[src/pich_defines.svh]
// Timing counts and field constants for the interrupt controller host.
`ifndef PICH_DEFINES_SVH
`define PICH_DEFINES_SVH

// System clock rate in MHz; counts below derive from it.
`define PICH_CLK_MHZ      250
// Least time in ns rounded up to whole clock cycles.
`define PICH_CYC_UP(ns)   ((((ns) * `PICH_CLK_MHZ) + 999) / 1000)

// Bus timing in ns, as the device needs it.
`define PICH_SETUP_NS     50
`define PICH_RD_NS        420
`define PICH_WR_NS        400
`define PICH_RD_HOLD_NS   5
`define PICH_WR_HOLD_NS   40
`define PICH_FLOAT_NS     200

// Cycle counts derived from the times above.
`define PICH_SETUP_CYC    `PICH_CYC_UP(`PICH_SETUP_NS)
`define PICH_RD_CYC       `PICH_CYC_UP(`PICH_RD_NS)
`define PICH_WR_CYC       `PICH_CYC_UP(`PICH_WR_NS)
`define PICH_RD_HOLD_CYC  `PICH_CYC_UP(`PICH_RD_HOLD_NS)
`define PICH_WR_HOLD_CYC  `PICH_CYC_UP(`PICH_WR_HOLD_NS)
`define PICH_FLOAT_CYC    `PICH_CYC_UP(`PICH_FLOAT_NS)

// Register select values, the bit that marks the first init word, and the acknowledge pulse count.
`define PICH_RS_STATUS    1'b0
`define PICH_RS_MASK      1'b1
`define PICH_INIT1_BIT    4
`define PICH_ACK_PULSES   3

`endif

[src/pich_pkg.sv]
// Types shared by the interrupt controller host.
package pich_pkg;

  // Kinds of order the host carries out.
  typedef enum logic [1:0] {
    PICH_OP_WRITE,
    PICH_OP_READ,
    PICH_OP_ACK,
    PICH_OP_INIT
  } pich_op_t;

  // One order from the user side.
  typedef struct packed {
    pich_op_t    op;
    logic        register_select;
    logic        cascade;
    logic [23:0] data;
  } pich_cmd_t;

  // Bus sequencer states.
  typedef enum logic [2:0] {
    PICH_ST_IDLE,
    PICH_ST_SETUP,
    PICH_ST_PULSE,
    PICH_ST_HOLD,
    PICH_ST_GAP
  } pich_state_t;

endpackage

[src/pich_host.sv]
// Processor-side controller driving the priority interrupt controller pins.
`timescale 1ns/10ps
`include "pich_defines.svh"

// Overview of operation
// RULE_01: Device answers strobes only while selected. The host pulses acknowledge with select high, and the model answers it.
// RULE_02: Select 0 reads status, select 1 mask.
// RULE_03: Select-0 writes: bit 4 picks first word.
// RULE_04: Three acknowledge pulses fetch three call bytes.
// RULE_05: Request rising edge means new request.
// RULE_06: Each rising edge gives separate interrupt.
// RULE_07: Request must stay high through first ack.
// RULE_08: Highest ranked pending request wins.
// RULE_09: Master select high means master.
// RULE_10: Master drives slave identifier on chain lines. The project has no chain lines; the model only records the strap.
// RULE_11: Two init words single, three cascaded.
// RULE_12: One write strobe per init word.
// RULE_13: Operation words change behaviour, pick reads.
// RULE_14: Interrupt output high while request awaits.
// RULE_15: Level read back as binary number.
// RULE_16: Device drives data only when reading.
// RULE_17: Eight sources, sixty-four when cascaded.
// RULE_18: Select-1 writes steered by init sequencer.
// RULE_19: First init word clears mask and modes.
// RULE_20: Fixed nesting, input 0 highest.
// RULE_21: Service-done clears highest in-service bit.
// RULE_22: Pins synchronised, each edge acted once.
// RULE_23: Slave drives bytes on identifier match. The model drives the call bytes on every acknowledge pulse, whatever the strap.
module pich_host
  import pich_pkg::*;
(
  // Clock and reset.
  input  wire logic        clk_sys_i,
  input  wire logic        srst_i,
  // User orders and answers.
  input  wire logic        cmd_valid_i,
  input  wire pich_cmd_t   cmd_i,
  output logic             cmd_ready_o,
  output logic             rsp_valid_o,
  output logic [23:0]      rsp_data_o,
  output logic             irq_o,
  input  wire logic        cfg_master_i,
  // Device pins.
  output logic             chip_select_n_o,
  output logic             read_n_o,
  output logic             write_n_o,
  output logic             register_select_o,
  output logic             ack_strobe_n_o,
  output logic             master_select_pin_o,
  input  wire logic        interrupt_i,
  input  wire logic [7:0]  data_lines_i,
  output logic [7:0]       data_lines_o,
  output logic             data_lines_oe_o
);

  // Byte and select for one step of an order; the first init word always
  // carries its marker bit so the device cannot take it as an operation word.
  function automatic logic [8:0] step_fn(input pich_cmd_t c, input logic [1:0] idx);
    logic [8:0] r;
    r = {c.register_select, c.data[7:0]};
    if (c.op == PICH_OP_INIT) begin
      case (idx)
        2'd0:    r = {`PICH_RS_STATUS, c.data[7:0] | 8'(1 << `PICH_INIT1_BIT)}; // RULE_03
        2'd1:    r = {`PICH_RS_MASK, c.data[15:8]}; // RULE_12
        default: r = {`PICH_RS_MASK, c.data[23:16]}; // RULE_12
      endcase
    end
    return r;
  endfunction

  pich_state_t  state;
  pich_cmd_t    cmd;
  logic [1:0]   idx;
  logic [7:0]   cnt;
  logic [2:0]   irq_sync;
  logic [7:0]   data_s1;
  logic [7:0]   data_s2;
  logic [7:0]   data_s3;
  logic [7:0]   data_q;
  logic         irq_q;

  // Decoding of the order in hand.
  wire logic       is_ack     = (cmd.op == PICH_OP_ACK);
  wire logic       is_rd      = (cmd.op == PICH_OP_READ) || is_ack;
  wire logic [1:0] last_idx   = is_ack ? 2'(`PICH_ACK_PULSES - 1) :
                                (cmd.op == PICH_OP_INIT) ? (cmd.cascade ? 2'd2 : 2'd1) : // RULE_11
                                2'd0;
  wire logic       last_step  = (idx == last_idx);
  wire logic [7:0] pulse_lim  = is_rd ? 8'(`PICH_RD_CYC) : 8'(`PICH_WR_CYC);
  wire logic [7:0] hold_lim   = is_rd ? 8'(`PICH_RD_HOLD_CYC) : 8'(`PICH_WR_HOLD_CYC);
  wire logic [7:0] setup_lim  = 8'(`PICH_SETUP_CYC);
  wire logic [7:0] gap_lim    = 8'(`PICH_FLOAT_CYC);
  wire logic [1:0] next_idx   = (state == PICH_ST_IDLE) ? 2'd0 : idx + 2'd1;
  wire pich_cmd_t  next_cmd   = (state == PICH_ST_IDLE) ? cmd_i : cmd;
  wire logic [8:0] next_step  = step_fn(next_cmd, next_idx);
  wire logic       next_ack   = (next_cmd.op == PICH_OP_ACK);
  wire logic       next_wr    = (next_cmd.op == PICH_OP_WRITE) || (next_cmd.op == PICH_OP_INIT);
  wire logic       start      = (state == PICH_ST_IDLE) && cmd_valid_i && cmd_ready_o;
  wire logic       cnt_done   =
    (state == PICH_ST_SETUP && cnt == setup_lim - 8'd1) ||
    (state == PICH_ST_PULSE && cnt == pulse_lim - 8'd1) ||
    (state == PICH_ST_HOLD  && cnt == hold_lim - 8'd1)  ||
    (state == PICH_ST_GAP   && cnt == gap_lim - 8'd1);

  // Three-stage synchronisers; a new value counts once stages two and three
  // agree, so a bus caught mid-change never leaks a mixed byte.
  always_ff @(posedge clk_sys_i) begin
    irq_sync <= {irq_sync[1:0], interrupt_i};
    data_s1  <= data_lines_i;
    data_s2  <= data_s1;
    data_s3  <= data_s2;
    if (srst_i) begin
      irq_q  <= 1'b0;
      data_q <= 8'h00;
    end else begin
      if (irq_sync[1] == irq_sync[2]) irq_q <= irq_sync[2]; // RULE_22
      if (data_s2 == data_s3) data_q <= data_s3; // RULE_22
    end
  end

  // Interrupt level toward the user and the role strap toward the device.
  always_ff @(posedge clk_sys_i) begin
    if (srst_i) begin
      irq_o               <= 1'b0;
      master_select_pin_o <= 1'b0;
    end else begin
      irq_o               <= irq_q;
      master_select_pin_o <= cfg_master_i;
    end
  end

  // Step counter shared by all phases of a bus cycle.
  always_ff @(posedge clk_sys_i) begin
    if (srst_i || start || cnt_done) cnt <= 8'h00;
    else if (state != PICH_ST_IDLE) cnt <= cnt + 8'd1;
  end

  // Bus sequencer: setup, strobe, hold and float gap for every step. The
  // gap after each step lets the device release the data lines before the
  // host may drive them again.
  always_ff @(posedge clk_sys_i) begin
    if (srst_i) begin
      state             <= PICH_ST_IDLE;
      cmd               <= '0;
      idx               <= 2'd0;
      cmd_ready_o       <= 1'b0;
      rsp_valid_o       <= 1'b0;
      rsp_data_o        <= 24'h000000;
      chip_select_n_o   <= 1'b1;
      read_n_o          <= 1'b1;
      write_n_o         <= 1'b1;
      ack_strobe_n_o    <= 1'b1;
      register_select_o <= 1'b0;
      data_lines_o      <= 8'h00;
      data_lines_oe_o   <= 1'b0;
    end else begin
      rsp_valid_o <= 1'b0;
      case (state)
        PICH_ST_IDLE: begin
          cmd_ready_o <= 1'b1;
          if (start) begin
            cmd         <= cmd_i;
            cmd_ready_o <= 1'b0;
            rsp_data_o  <= 24'h000000;
          end
        end
        PICH_ST_PULSE: begin
          if (cnt_done) begin
            read_n_o       <= 1'b1;
            write_n_o      <= 1'b1;
            ack_strobe_n_o <= 1'b1;
            if (is_rd) rsp_data_o[8*idx +: 8] <= data_q; // RULE_04
          end
        end
        PICH_ST_HOLD: begin
          if (cnt_done) begin
            chip_select_n_o <= 1'b1;
            data_lines_oe_o <= 1'b0;
            state           <= PICH_ST_GAP;
          end
        end
        PICH_ST_GAP: begin
          if (cnt_done && last_step) begin
            rsp_valid_o <= 1'b1;
            cmd_ready_o <= 1'b1;
            state       <= PICH_ST_IDLE;
          end
        end
        PICH_ST_SETUP: begin
          if (cnt_done) begin
            read_n_o       <= !(is_rd && !is_ack);
            write_n_o      <= is_rd; // RULE_12
            ack_strobe_n_o <= !is_ack; // RULE_04
            state          <= PICH_ST_PULSE;
          end
        end
        default: state <= PICH_ST_IDLE;
      endcase
      // Entry into setup, shared by a fresh order and a following step.
      if (start || (state == PICH_ST_GAP && cnt_done && !last_step)) begin
        idx               <= next_idx;
        chip_select_n_o   <= next_ack;
        register_select_o <= next_step[8];
        data_lines_o      <= next_step[7:0];
        data_lines_oe_o   <= next_wr;
        state             <= PICH_ST_SETUP;
      end
      if (state == PICH_ST_PULSE && cnt_done) state <= PICH_ST_HOLD;
    end
  end

  // Helper counts of strobe pulses within one order and of write strobe low cycles, read only by checks.
  logic [2:0] wr_pulses;
  logic [2:0] ack_pulses;
  logic [7:0] wr_low;
  always_ff @(posedge clk_sys_i) begin
    if (srst_i || start) begin
      wr_pulses  <= 3'd0;
      ack_pulses <= 3'd0;
    end else begin
      if (state == PICH_ST_SETUP && cnt_done && !is_rd) wr_pulses <= wr_pulses + 3'd1;
      if (state == PICH_ST_SETUP && cnt_done && is_ack) ack_pulses <= ack_pulses + 3'd1;
    end
    if (srst_i || write_n_o) wr_low <= 8'h00;
    else wr_low <= wr_low + 8'd1;
  end
endmodule

[config.mk]
export PLATFORM = sky130hd
export DESIGN_NAME = pich_host
export DESIGN_NICKNAME = d
export VERILOG_FILES = /design/src/pich_pkg.sv /design/src/pich_host.sv
export VERILOG_INCLUDE_DIRS = /design/src
export SDC_FILE = /design/constraint.sdc
export NUM_CORES = 1
export LEC_CHECK = 0
export BUFFER_PORTS_ARGS = -buffer_cell sky130_fd_sc_hd__buf_4
export CORE_ASPECT_RATIO = 0.9
export CORE_MARGIN = 3
export CORE_UTILIZATION = 55
export CTS_BUF_LIST = sky130_fd_sc_hd__clkbuf_16
export CTS_CLUSTER_DIAMETER = 200
export DETAILED_ROUTE_END_ITERATION = 8
export PLACE_DENSITY = 0.79
export SYNTH_ARGS = -nofsm -noshare
export SYNTH_HDL_FRONTEND = slang
export SYNTH_SLANG_ARGS = --single-unit
[constraint.sdc]
create_clock -name clk_sys_i -period 3.7 [get_ports clk_sys_i]
set_input_delay 0.555 -clock clk_sys_i [delete_from_list [all_inputs] [get_ports clk_sys_i]]
set_output_delay 0.555 -clock clk_sys_i [all_outputs]
set_load 0.01 [all_outputs]
* Word level (Yosys, flattened, before mapping)
Index checks and enable logic that the tools add are counted.
Word-level totals: register bits after elaboration 119, bits in latches 0, bits in writable memories 0, bits in read-only memories 0, input bits 41, output and inout bits 42, logic and storage cells 139, memories kept 0
Operators by class: add/sub/neg operators 5, multipliers 0, divide/modulo/power cells 0, magnitude comparators 0, eq/ne operators 27, shift-type cells 2, mux-type cells 36, bitwise gates (word level) 2, reduce and logical (&&, ||, !) cells 41
Operator list (number):
- two-way mux 24 bit | 3
- case mux 24 bit (2 select lines) | 1
- negator 5 -> 34 bit | 1
- variable shift 8 x 34 -> 24 bit (first input constant) | 1
- variable part select 8 x 34 -> 24 bit | 1
- two-way mux 28 bit | 1
- bitwise mux 24 bit | 1
- equality test 8 bit | 3
- case mux 9 bit (2 select lines) | 1
- two-way mux 1 bit | 12
- two-way mux 2 bit | 6
- inequality test 2 bit (second input constant) | 6
- case mux 3 bit (4 select lines) | 1
- AND reduction 4 bit | 3
- logical AND 1 bit | 11
- nonzero test 2 bit | 5
- two-way mux 3 bit | 3
- two-way mux 9 bit | 1
- adder 8 x 1 -> 8 bit (second input constant) | 1
- equality test 2 bit (second input constant) | 4
- equality test 8 x 4 -> 1 bit (second input constant) | 1
- equality test 8 x 6 -> 1 bit (second input constant) | 1
- logical OR 1 bit | 8
- two-way mux 4 bit | 2
- 22 further kinds | 35

* Logic depth before layout (Yosys ltp)
Gate-level depths: netlist of run 1.
depth after elaboration 14, depth in mapped cells 12, depth with buffers taken out 9

* Worst setup path after synthesis of run 1
Ideal clock, no wire load.
path type register to register, start point register state[2], end point register data_lines_o[6], setup time 0.074 ns, data arrival time 2.609 ns, data required time 3.626 ns, setup slack 1.016 ns, stages on the path, launching flop included 12, path buffers 3, period minus slack after synthesis 2.684 ns, cell sequence dfxtp_1 -> clkbuf_1 -> nor3_1 -> clkbuf_1 -> o21ai_0 -> ha_1 -> o211ai_1 -> clkbuf_1 -> a211oi_1 -> a311oi_1 -> o21ai_0 -> o21ai_0
On the way: cells in the longest elaborated chain, start to end 8, elaborated cells on any way between the ends 24, classes of those cells eq/ne (6); mux (4); reduce/logical (14)
RTL lines:
- start, declared | line pich_host.sv:71 | pich_state_t state;
- start signal, assigned | line pich_host.sv:143 | state <= PICH_ST_IDLE;
- start signal, assigned | line pich_host.sv:179 | state <= PICH_ST_GAP;
- start signal, assigned | line pich_host.sv:186 | state <= PICH_ST_IDLE;
- branches (longest 8 deep; another with case mux 9 bit (2 select lines))
- end signal, assigned | line pich_host.sv:204 | data_lines_o <= next_step[7:0];
- end, declared | line pich_host.sv:52 | output logic [7:0] data_lines_o,
Several ways; the timed one is not identified. A chain may end at the register's enable or synchronous reset.

* Worst setup path after layout of run 1
start point register cmd[26] (netlist name), end point register register_select_o
On the way: cells in the longest elaborated chain, start to end 12, elaborated cells on any way between the ends 25, classes of those cells add/sub (2); eq/ne (7); mux (6); reduce/logical (10)
RTL lines:
- start, declared | line pich_host.sv:72 | pich_cmd_t cmd;
- start signal, assigned | line pich_host.sv:162 | cmd <= cmd_i;
- equality test 2 x 1 -> 1 bit / equality test 2 bit (equally long branches) | line pich_host.sv:84, pich_host.sv:83
- logical OR 1 bit | line pich_host.sv:84 | wire logic is_rd = (cmd.op == PICH_OP_READ) || is_ack;
- two-way mux 4 bit | line pich_host.sv:89 | wire logic [7:0] pulse_lim = is_rd ? 8'(`PICH_RD_CYC) : 8'(`PICH_WR_CYC);
- subtractor 7 x 1 -> 8 bit | line pich_host.sv:101 | (state == PICH_ST_PULSE && cnt == pulse_lim - 8'd1) ||
- equality test 8 bit | line pich_host.sv:101
- logical AND 1 bit | line pich_host.sv:101
- logical OR 1 bit | line pich_host.sv:100 | (state == PICH_ST_SETUP && cnt == setup_lim - 8'd1) ||
- logical OR 1 bit | line pich_host.sv:101
- logical OR 1 bit | line pich_host.sv:102 | (state == PICH_ST_HOLD && cnt == hold_lim - 8'd1) ||
- logical AND 1 bit (2 in a row) | line pich_host.sv:200 | if (start || (state == PICH_ST_GAP && cnt_done && !last_step)) begin
- logical OR 1 bit | line pich_host.sv:200
- end signal, assigned | line pich_host.sv:203 | register_select_o <= next_step[8];
- end, declared | line pich_host.sv:47 | output logic register_select_o,
Parallel ways exist; a longest one is shown, timed or not.

==> flow_metrics.env, run 1 <==
export IMPL_start_kind="register"
export IMPL_top_usage_layer="met2"
export IMPL_final_common_cell="dfxtp_1"
export IMPL_end_kind="register"
export IMPL_cts_root_buf="clkbuf_16"
export IMPL_nets=678
export IMPL_rr_worst_depth=8
export IMPL_tightestPinTransition_ns=1.064
export IMPL_relSlewSlack_pct=28.73
export IMPL_grt_max_degree=96
export IMPL_synth_fa_ha_area_share_pct=3.159
export IMPL_ys_ff_latch=119
export IMPL_ios=83
export IMPL_synth_edf_count=0
export IMPL_clk_latency_ns=0.41
export IMPL_reg2reg_from="cmd[26]$_SDFFE_PP0P_"
export IMPL_drc=0
export IMPL_ctsHoldBuffers=0
export IMPL_crit_path_start="cmd[26]$_SDFFE_PP0P_"
export IMPL_leakagePower_nw=2.423
export IMPL_cap_violations=0
export IMPL_synth_xor_area_share_pct=2.764
export IMPL_power_density_nw_per_um2=529.5
export IMPL_tns_ns=0
export IMPL_ys_types=47
export IMPL_timing_rr_end="register_select_o$_SDFFE_PP0P_"
export IMPL_core_area_sq_um=8223
export IMPL_diodes=0
export IMPL_rsz0062_at_grt="false"
export IMPL_synthFlopType="dfxtp_1"
export IMPL_cts_clk_slew_worst_paths_ns=0.07
export IMPL_cts_sinks=119
export IMPL_cts_path_max_buffers=2
export IMPL_yosysSeqAreaShare_pct=50.12
export IMPL_fmax_mhz=325.3
export IMPL_fin_util_pct=73.16
export IMPL_first_iter_violations=392
export IMPL_viasPerCell=5.599
export IMPL_min_period_ns=3.074
export IMPL_syn_area_per_cell_sq_um=8.642
export IMPL_path_class="register to register"
export IMPL_netlist_area_sq_um=4753
export IMPL_critPathCapture="register_select_o$_SDFFE_PP0P_"
export IMPL_dp_hpwl_mm=7.972
export IMPL_finalSetupViolCount=0
export IMPL_clock_skew_ns=0.01033
export IMPL_post_cts_repair_setup_buffers=0
export IMPL_ys_warnings_count=0
export IMPL_row_count=31
export IMPL_maxSlewViolCount=0
export IMPL_syn_to_final_growth_pct=26.56
export IMPL_crit_required_ns=4.01
export IMPL_hold_class="input port to register"
export IMPL_grt_antenna_before_repair=0
export IMPL_async_flop_share_pct=0
export IMPL_vias=4216
export IMPL_arrival_ns=3.39
export IMPL_post_route_cells_drive_above_1_share_pct=20.22
export IMPL_start_util_pct=57.81
export IMPL_postRouteWirelength_mm=12.10
export IMPL_outcome="finished, final reports clean"
export IMPL_total_power_mw=3.186
export IMPL_synth_mux_area_fraction_pct=1.895
export IMPL_met1_usage_pct=30.76
export IMPL_finalCritPeriodShare_pct=83.08
export IMPL_vdd_ir_drop_worst_mv=0.5160
export IMPL_firstDrtPassIters=5
export IMPL_dieWidth_um=104.0
export IMPL_reg2reg_slack_ns=0.63
export IMPL_globalRouteOverflowTotal=0
export IMPL_grt_pass1_vias=4031
export IMPL_n_fill_cell=598
export IMPL_grt_first_pass_wirelength_mm=19.49
export IMPL_htreeDepth=4
export IMPL_grt_use_met2_pct=41.88
export IMPL_most_common_layout_cells="dfxtp_1 (119), nand2_1 (117), buf_4 (87)"
export IMPL_synthCells=550
export IMPL_io_buffers=82
export IMPL_grt_total_usage_pct=24.82
export IMPL_synth_top_family_by_area="simple AND/OR/NAND/NOR gates"
export IMPL_die_h_um=94.20
export IMPL_synth_compound_area_share_pct=15.74
export IMPL_cts_tree="done"
export IMPL_dieArea_sq_um=9796
export IMPL_cts_resized=0
export IMPL_gp_congestion=0.9288
export IMPL_use_met3_pct=6.117
export IMPL_yosys_area_share_simple_pct=22.95
export IMPL_cp_max_fo=11
export IMPL_wire_per_inst_um=16.07
export IMPL_cts_made_buffers=17
export IMPL_finalHoldViolCount=0
export IMPL_postRouteAntennaNets=0
export IMPL_syn_nets=603
==> worst max-delay path, stage by stage, from the launching register on <==
cell and delay (ns):
dfxtp_1 0.39, inv_1 0.08, ha_1 0.41, or4b_4 0.55, a2111oi_4 0.41, a31oi_1 0.14
a211oi_2 0.61, nor3_1 0.11, a311oi_1 0.27
==> routing by layer <==
metal	share of wire [%]	wire (um)	vias up
li1	-	-	2053
met1	44	5278	1977
met2	48	5863	160
met3	6.0	721	26
met4	1.9	234	0
met5	0	0	-
==> worst min-delay path by stage <==
stage                        start             endpoint  slack (ns)  cells after the start
3_3_place_gp   irq_sync[0]$_DFF_P_  irq_sync[1]$_DFF_P_        0.31                      0
5_1_grt            data_lines_i[4]   data_s1[4]$_DFF_P_        0.23                      1
6_report           data_lines_i[1]   data_s1[1]$_DFF_P_        0.24                      1
2_1_floorplan   data_s1[0]$_DFF_P_   data_s2[0]$_DFF_P_        0.31                      0
4_1_cts            data_lines_i[5]   data_s1[5]$_DFF_P_        0.23                      1
3_5_place_dp    data_s1[4]$_DFF_P_   data_s2[4]$_DFF_P_        0.31                      0
==> area by class of cell <==
cell class / instances / area, sq um / share of cell area, %
flip-flops and latches: 119 / 2382 / 39.60
repair buffers: 87 / 653.1 / 10.86
multi-input cells: 393 / 2211 / 36.75
clock buffers: 17 / 425.4 / 7.072
well taps: 115 / 143.9 / 2.392
clock inverters: 15 / 173.9 / 2.891
inverters: 7 / 26.28 / 0.4368
==> state kept, by name (all words and copies together) (netlist names), 2 cells and up <==
register	cells
irq_sync	3
cmd	28
data_q	8
state	3
data_s3	8
data_s2	8
cnt	8
data_s1	8
rsp_data_o	24
data_lines_o	8
idx	2
==> metrics by stage <==
step | instances | area (sq um) | hold slack [ns] | worst slack (ns)
floorplan | 550 | 4753 | 0.3096 | 1.016
global placement | 721 | 5416 | 0.3105 | 0.8247
detailed placement | 721 | 5416 | 0.3143 | 0.7448
CTS | 753 | 6016 | 0.2343 | 0.6530
global route | 753 | 6016 | 0.2278 | 0.4162
finish | 753 | 6016 | 0.2413 | 0.6259
==> logic make-up after synthesis <==
family | after synthesis
AO/OA/AOI/OAI | 122
multiplexers | 9
buffers and inverters | 38
adder cells (fa/ha/maj) | 12
flip-flops | 119
XOR/XNOR | 15
AND/OR/NAND/NOR | 235
==> where the power goes <==
group          total, mW  switching [mW]  internal [mW]
Sequential          1.36          0.0308           1.33
Combinational      0.208           0.121         0.0870
Clock               1.62           0.710          0.911
Total               3.19           0.861           2.32
==> cells in the mapped netlist, types with 5 or more instances <==
library cell	instances	area share, %
a211oi_1	8	1.3
a21oi_1	58	6.1
a311oi_1	9	1.7
and3_1	9	1.2
clkbuf_1	26	2.1
dfxtp_1	119	50
ha_1	12	3.2
inv_1	7	0.55
mux2i_1	9	1.9
nand2_1	117	9.2
nand2b_1	12	1.6
nand3_1	29	3.1
nor2_1	29	2.3
nor3_1	6	0.63
o21ai_0	22	2.3
o21ai_1	5	0.53
xor2_1	13	2.4
Note: power is estimated with default switching activity, not from simulation.
==> run 2, diff against run 1 <==
--- a/config.mk
+++ b/config.mk
@@ -9,11 +9,11 @@
 export BUFFER_PORTS_ARGS = -buffer_cell sky130_fd_sc_hd__buf_4
 export CORE_ASPECT_RATIO = 0.9
 export CORE_MARGIN = 3
-export CORE_UTILIZATION = 55
+export CORE_UTILIZATION = 50
 export CTS_BUF_LIST = sky130_fd_sc_hd__clkbuf_16
 export CTS_CLUSTER_DIAMETER = 200
 export DETAILED_ROUTE_END_ITERATION = 8
-export PLACE_DENSITY = 0.79
+export PLACE_DENSITY = 0.75
 export SYNTH_ARGS = -nofsm -noshare
 export SYNTH_HDL_FRONTEND = slang
 export SYNTH_SLANG_ARGS = --single-unit
==> constraint.sdc (replaced) <==
create_clock -name clk_sys_i -period 2.7 [get_ports clk_sys_i]
set_input_delay 0.405 -clock clk_sys_i [delete_from_list [all_inputs] [get_ports clk_sys_i]]
set_output_delay 0.405 -clock clk_sys_i [all_outputs]
set_load 0.01 [all_outputs]
==> run 2 against run 1 <==
Against the previous run:
- hold slack worse by 0.14 ns
- critical path type unchanged
- sequential share of layout area fell by 0.47 points
- largest power group unchanged
- maximum frequency up 20%
- cell area rose by 1.2%
- first-iteration DRC count down 22%
- critical endpoint is now rsp_data_o[14]$_SDFFE_PP0P_
- clock skew is 0.0035 ns lower
==> flow_metrics.env, run 2 (synthesis gave the netlist of run 1 again) <==
export IMPL_outcome="finished, final reports clean"
export IMPL_ctsHoldBuffers=0
export IMPL_cts_sinks=119
export IMPL_rr_worst_depth=8
export IMPL_crit_required_ns=2.96
export IMPL_top_register="cmd"
export IMPL_critPathCapture="rsp_data_o[14]$_SDFFE_PP0P_"
export IMPL_power_density_nw_per_um2=696.7
export IMPL_io_buffers=82
export IMPL_fin_ws_ns=0.1366
export IMPL_path_class="register to register"
export IMPL_wire_per_inst_um=15.00
export IMPL_crit_path_start="cmd[26]$_SDFFE_PP0P_"
export IMPL_grt_total_usage_pct=22.38
export IMPL_row_count=33
export IMPL_viasPerCell=5.412
export IMPL_timing_rr_end="rsp_data_o[14]$_SDFFE_PP0P_"
export IMPL_post_route_cells_drive_above_1_share_pct=21.60
export IMPL_finalSetupViolCount=0
export IMPL_ios=83
export IMPL_pre_cts_slack_ns=-0.01523
export IMPL_cp_max_fo=8
export IMPL_start_util_pct=51.86
export IMPL_tightestPinTransition_ns=0.6557
export IMPL_relSlewSlack_pct=56.29
export IMPL_vdd_ir_drop_worst_mv=0.5700
export IMPL_whs_ns=0.09785
export IMPL_stdcell_count=770
export IMPL_reg2reg_slack_ns=0.14
export IMPL_vias=4167
export IMPL_arrival_ns=2.83
export IMPL_firstDrtPassIters=5
export IMPL_nets=688
export IMPL_most_common_layout_cells="dfxtp_1 (119), nand2_1 (116), buf_4 (97)"
export IMPL_dp_cells=737
export IMPL_dieWidth_um=108.8
export IMPL_postRouteAntennaNets=0
export IMPL_drc=0
export IMPL_finalCritPeriodShare_pct=94.94
export IMPL_maxSlewViolCount=0
export IMPL_htreeDepth=4
export IMPL_first_iter_violations=304
export IMPL_syn_to_final_growth_pct=28.09
export IMPL_final_common_cell="dfxtp_1"
export IMPL_total_power_mw=4.242
export IMPL_grt_pass1_vias=3960
export IMPL_dieArea_sq_um=10710
export IMPL_start_kind="register"
export IMPL_largest_reg_flops=28
export IMPL_hold_class="input port to register"
export IMPL_die_h_um=98.50
export IMPL_dr_wl_met3_um=643
export IMPL_globalRouteOverflowTotal=0
export IMPL_cap_violations=0
export IMPL_fmax_mhz=390.1
export IMPL_met2_length_mm=5.464
export IMPL_wl_met1_mm=5.286
export IMPL_clk_latency_ns=0.41
export IMPL_cts_tree="done"
export IMPL_end_kind="register"
export IMPL_top_layer_used="met4"
export IMPL_cts_path_max_buffers=2
export IMPL_reg2reg_from="cmd[26]$_SDFFE_PP0P_"
export IMPL_grt_max_degree=68
export IMPL_clock_skew_ns=0.006829
export IMPL_diodes=0
export IMPL_finalHoldViolCount=0
export IMPL_grt_first_pass_wirelength_mm=19.03
export IMPL_gp_congestion=0.9072
export IMPL_cts_clk_slew_worst_paths_ns=0.06
export IMPL_cts_root_buf="clkbuf_16"
export IMPL_biggestRegsByFlops="cmd (28), rsp_data_o (24)"
export IMPL_leakagePower_nw=2.450
export IMPL_postRouteWirelength_mm=11.55
export IMPL_dp_hpwl_mm=7.942
export IMPL_min_period_ns=2.563
export IMPL_core_area_sq_um=9166
export IMPL_cts_made_buffers=17
export IMPL_grt_antenna_before_repair=0
## run 2: cell types whose count changed in the layout (fill, tap and decap cells not counted), moves of 2 or more
cell	before	now
buf_4	87	97
inv_8	5	0
clkinv_8	4	0
clkinvlp_4	0	4
clkinv_2	0	2
## run 2: per-layer routing
layer / track usage [%] / vias to the layer above
met5: 0 / -
met4: 9.903 / 0
met3: 5.108 / 15
met2: 34.92 / 115
met1: 29.64 / 1959
li1: - / 2078
## run 2: worst min-delay path by stage
| stage | cells past startpoint | slack [ns] | from | end |
|---|---|---|---|---|
| 5_1_grt | 1 | 0.08 | data_lines_i[0] | data_s1[0]$_DFF_P_ |
| 4_1_cts | 1 | 0.08 | data_lines_i[0] | data_s1[0]$_DFF_P_ |
| 3_3_place_gp | 0 | 0.31 | irq_sync[0]$_DFF_P_ | irq_sync[1]$_DFF_P_ |
| 2_1_floorplan | 0 | 0.31 | data_s1[0]$_DFF_P_ | data_s2[0]$_DFF_P_ |
| 6_report | 1 | 0.1 | data_lines_i[5] | data_s1[5]$_DFF_P_ |
| 3_5_place_dp | 0 | 0.31 | data_s1[6]$_DFF_P_ | data_s2[6]$_DFF_P_ |
## run 2: critical path: stages (launching register included)
cell      delay, ns
dfxtp_1        0.34
inv_1          0.08
ha_1           0.32
or4b_4         0.52
a2111o_1       0.48
o21ai_4        0.21
o21ai_1        0.26
nand2_1        0.14
a21oi_1        0.07
## run 2: area by class of cell
type,count,area (sq um)
Fill cell,761,3078
Inverter,7,26.28
Multi-Input combinational cell,393,2243
Clock buffer,17,425.4
Clock inverter,15,130.1
Sequential cell,119,2382
Timing Repair Buffer,97,728.2
Tap cell,122,152.6
## run 2: repair_timing
| action | in CTS | in global routing |
|---|---|---|
| pin swaps | 0 | 3 |
| gates resized for setup | 1 | 5 |
| setup endpoints to repair | 9 | 22 |
| gates cloned | 0 | 0 |
| setup buffers | 0 | 1 |
## run 2: stage by stage
stage	cell area [sq um]	TNS, ns	util [%]
after floorplan	4753	0	-
after global placement	5493	0	59.92
after detailed placement	5493	-0.05098	59.92
after CTS	6051	0	66.01
after global routing	6088	-0.001801	66.42
final	6088	0	66.42
## run 2: report_power, final
| part | switching (mW) | internal (mW) |
|---|---|---|
| sequential | 0.0383 | 1.82 |
| clock | 0.829 | 1.26 |
| combinational | 0.166 | 0.126 |
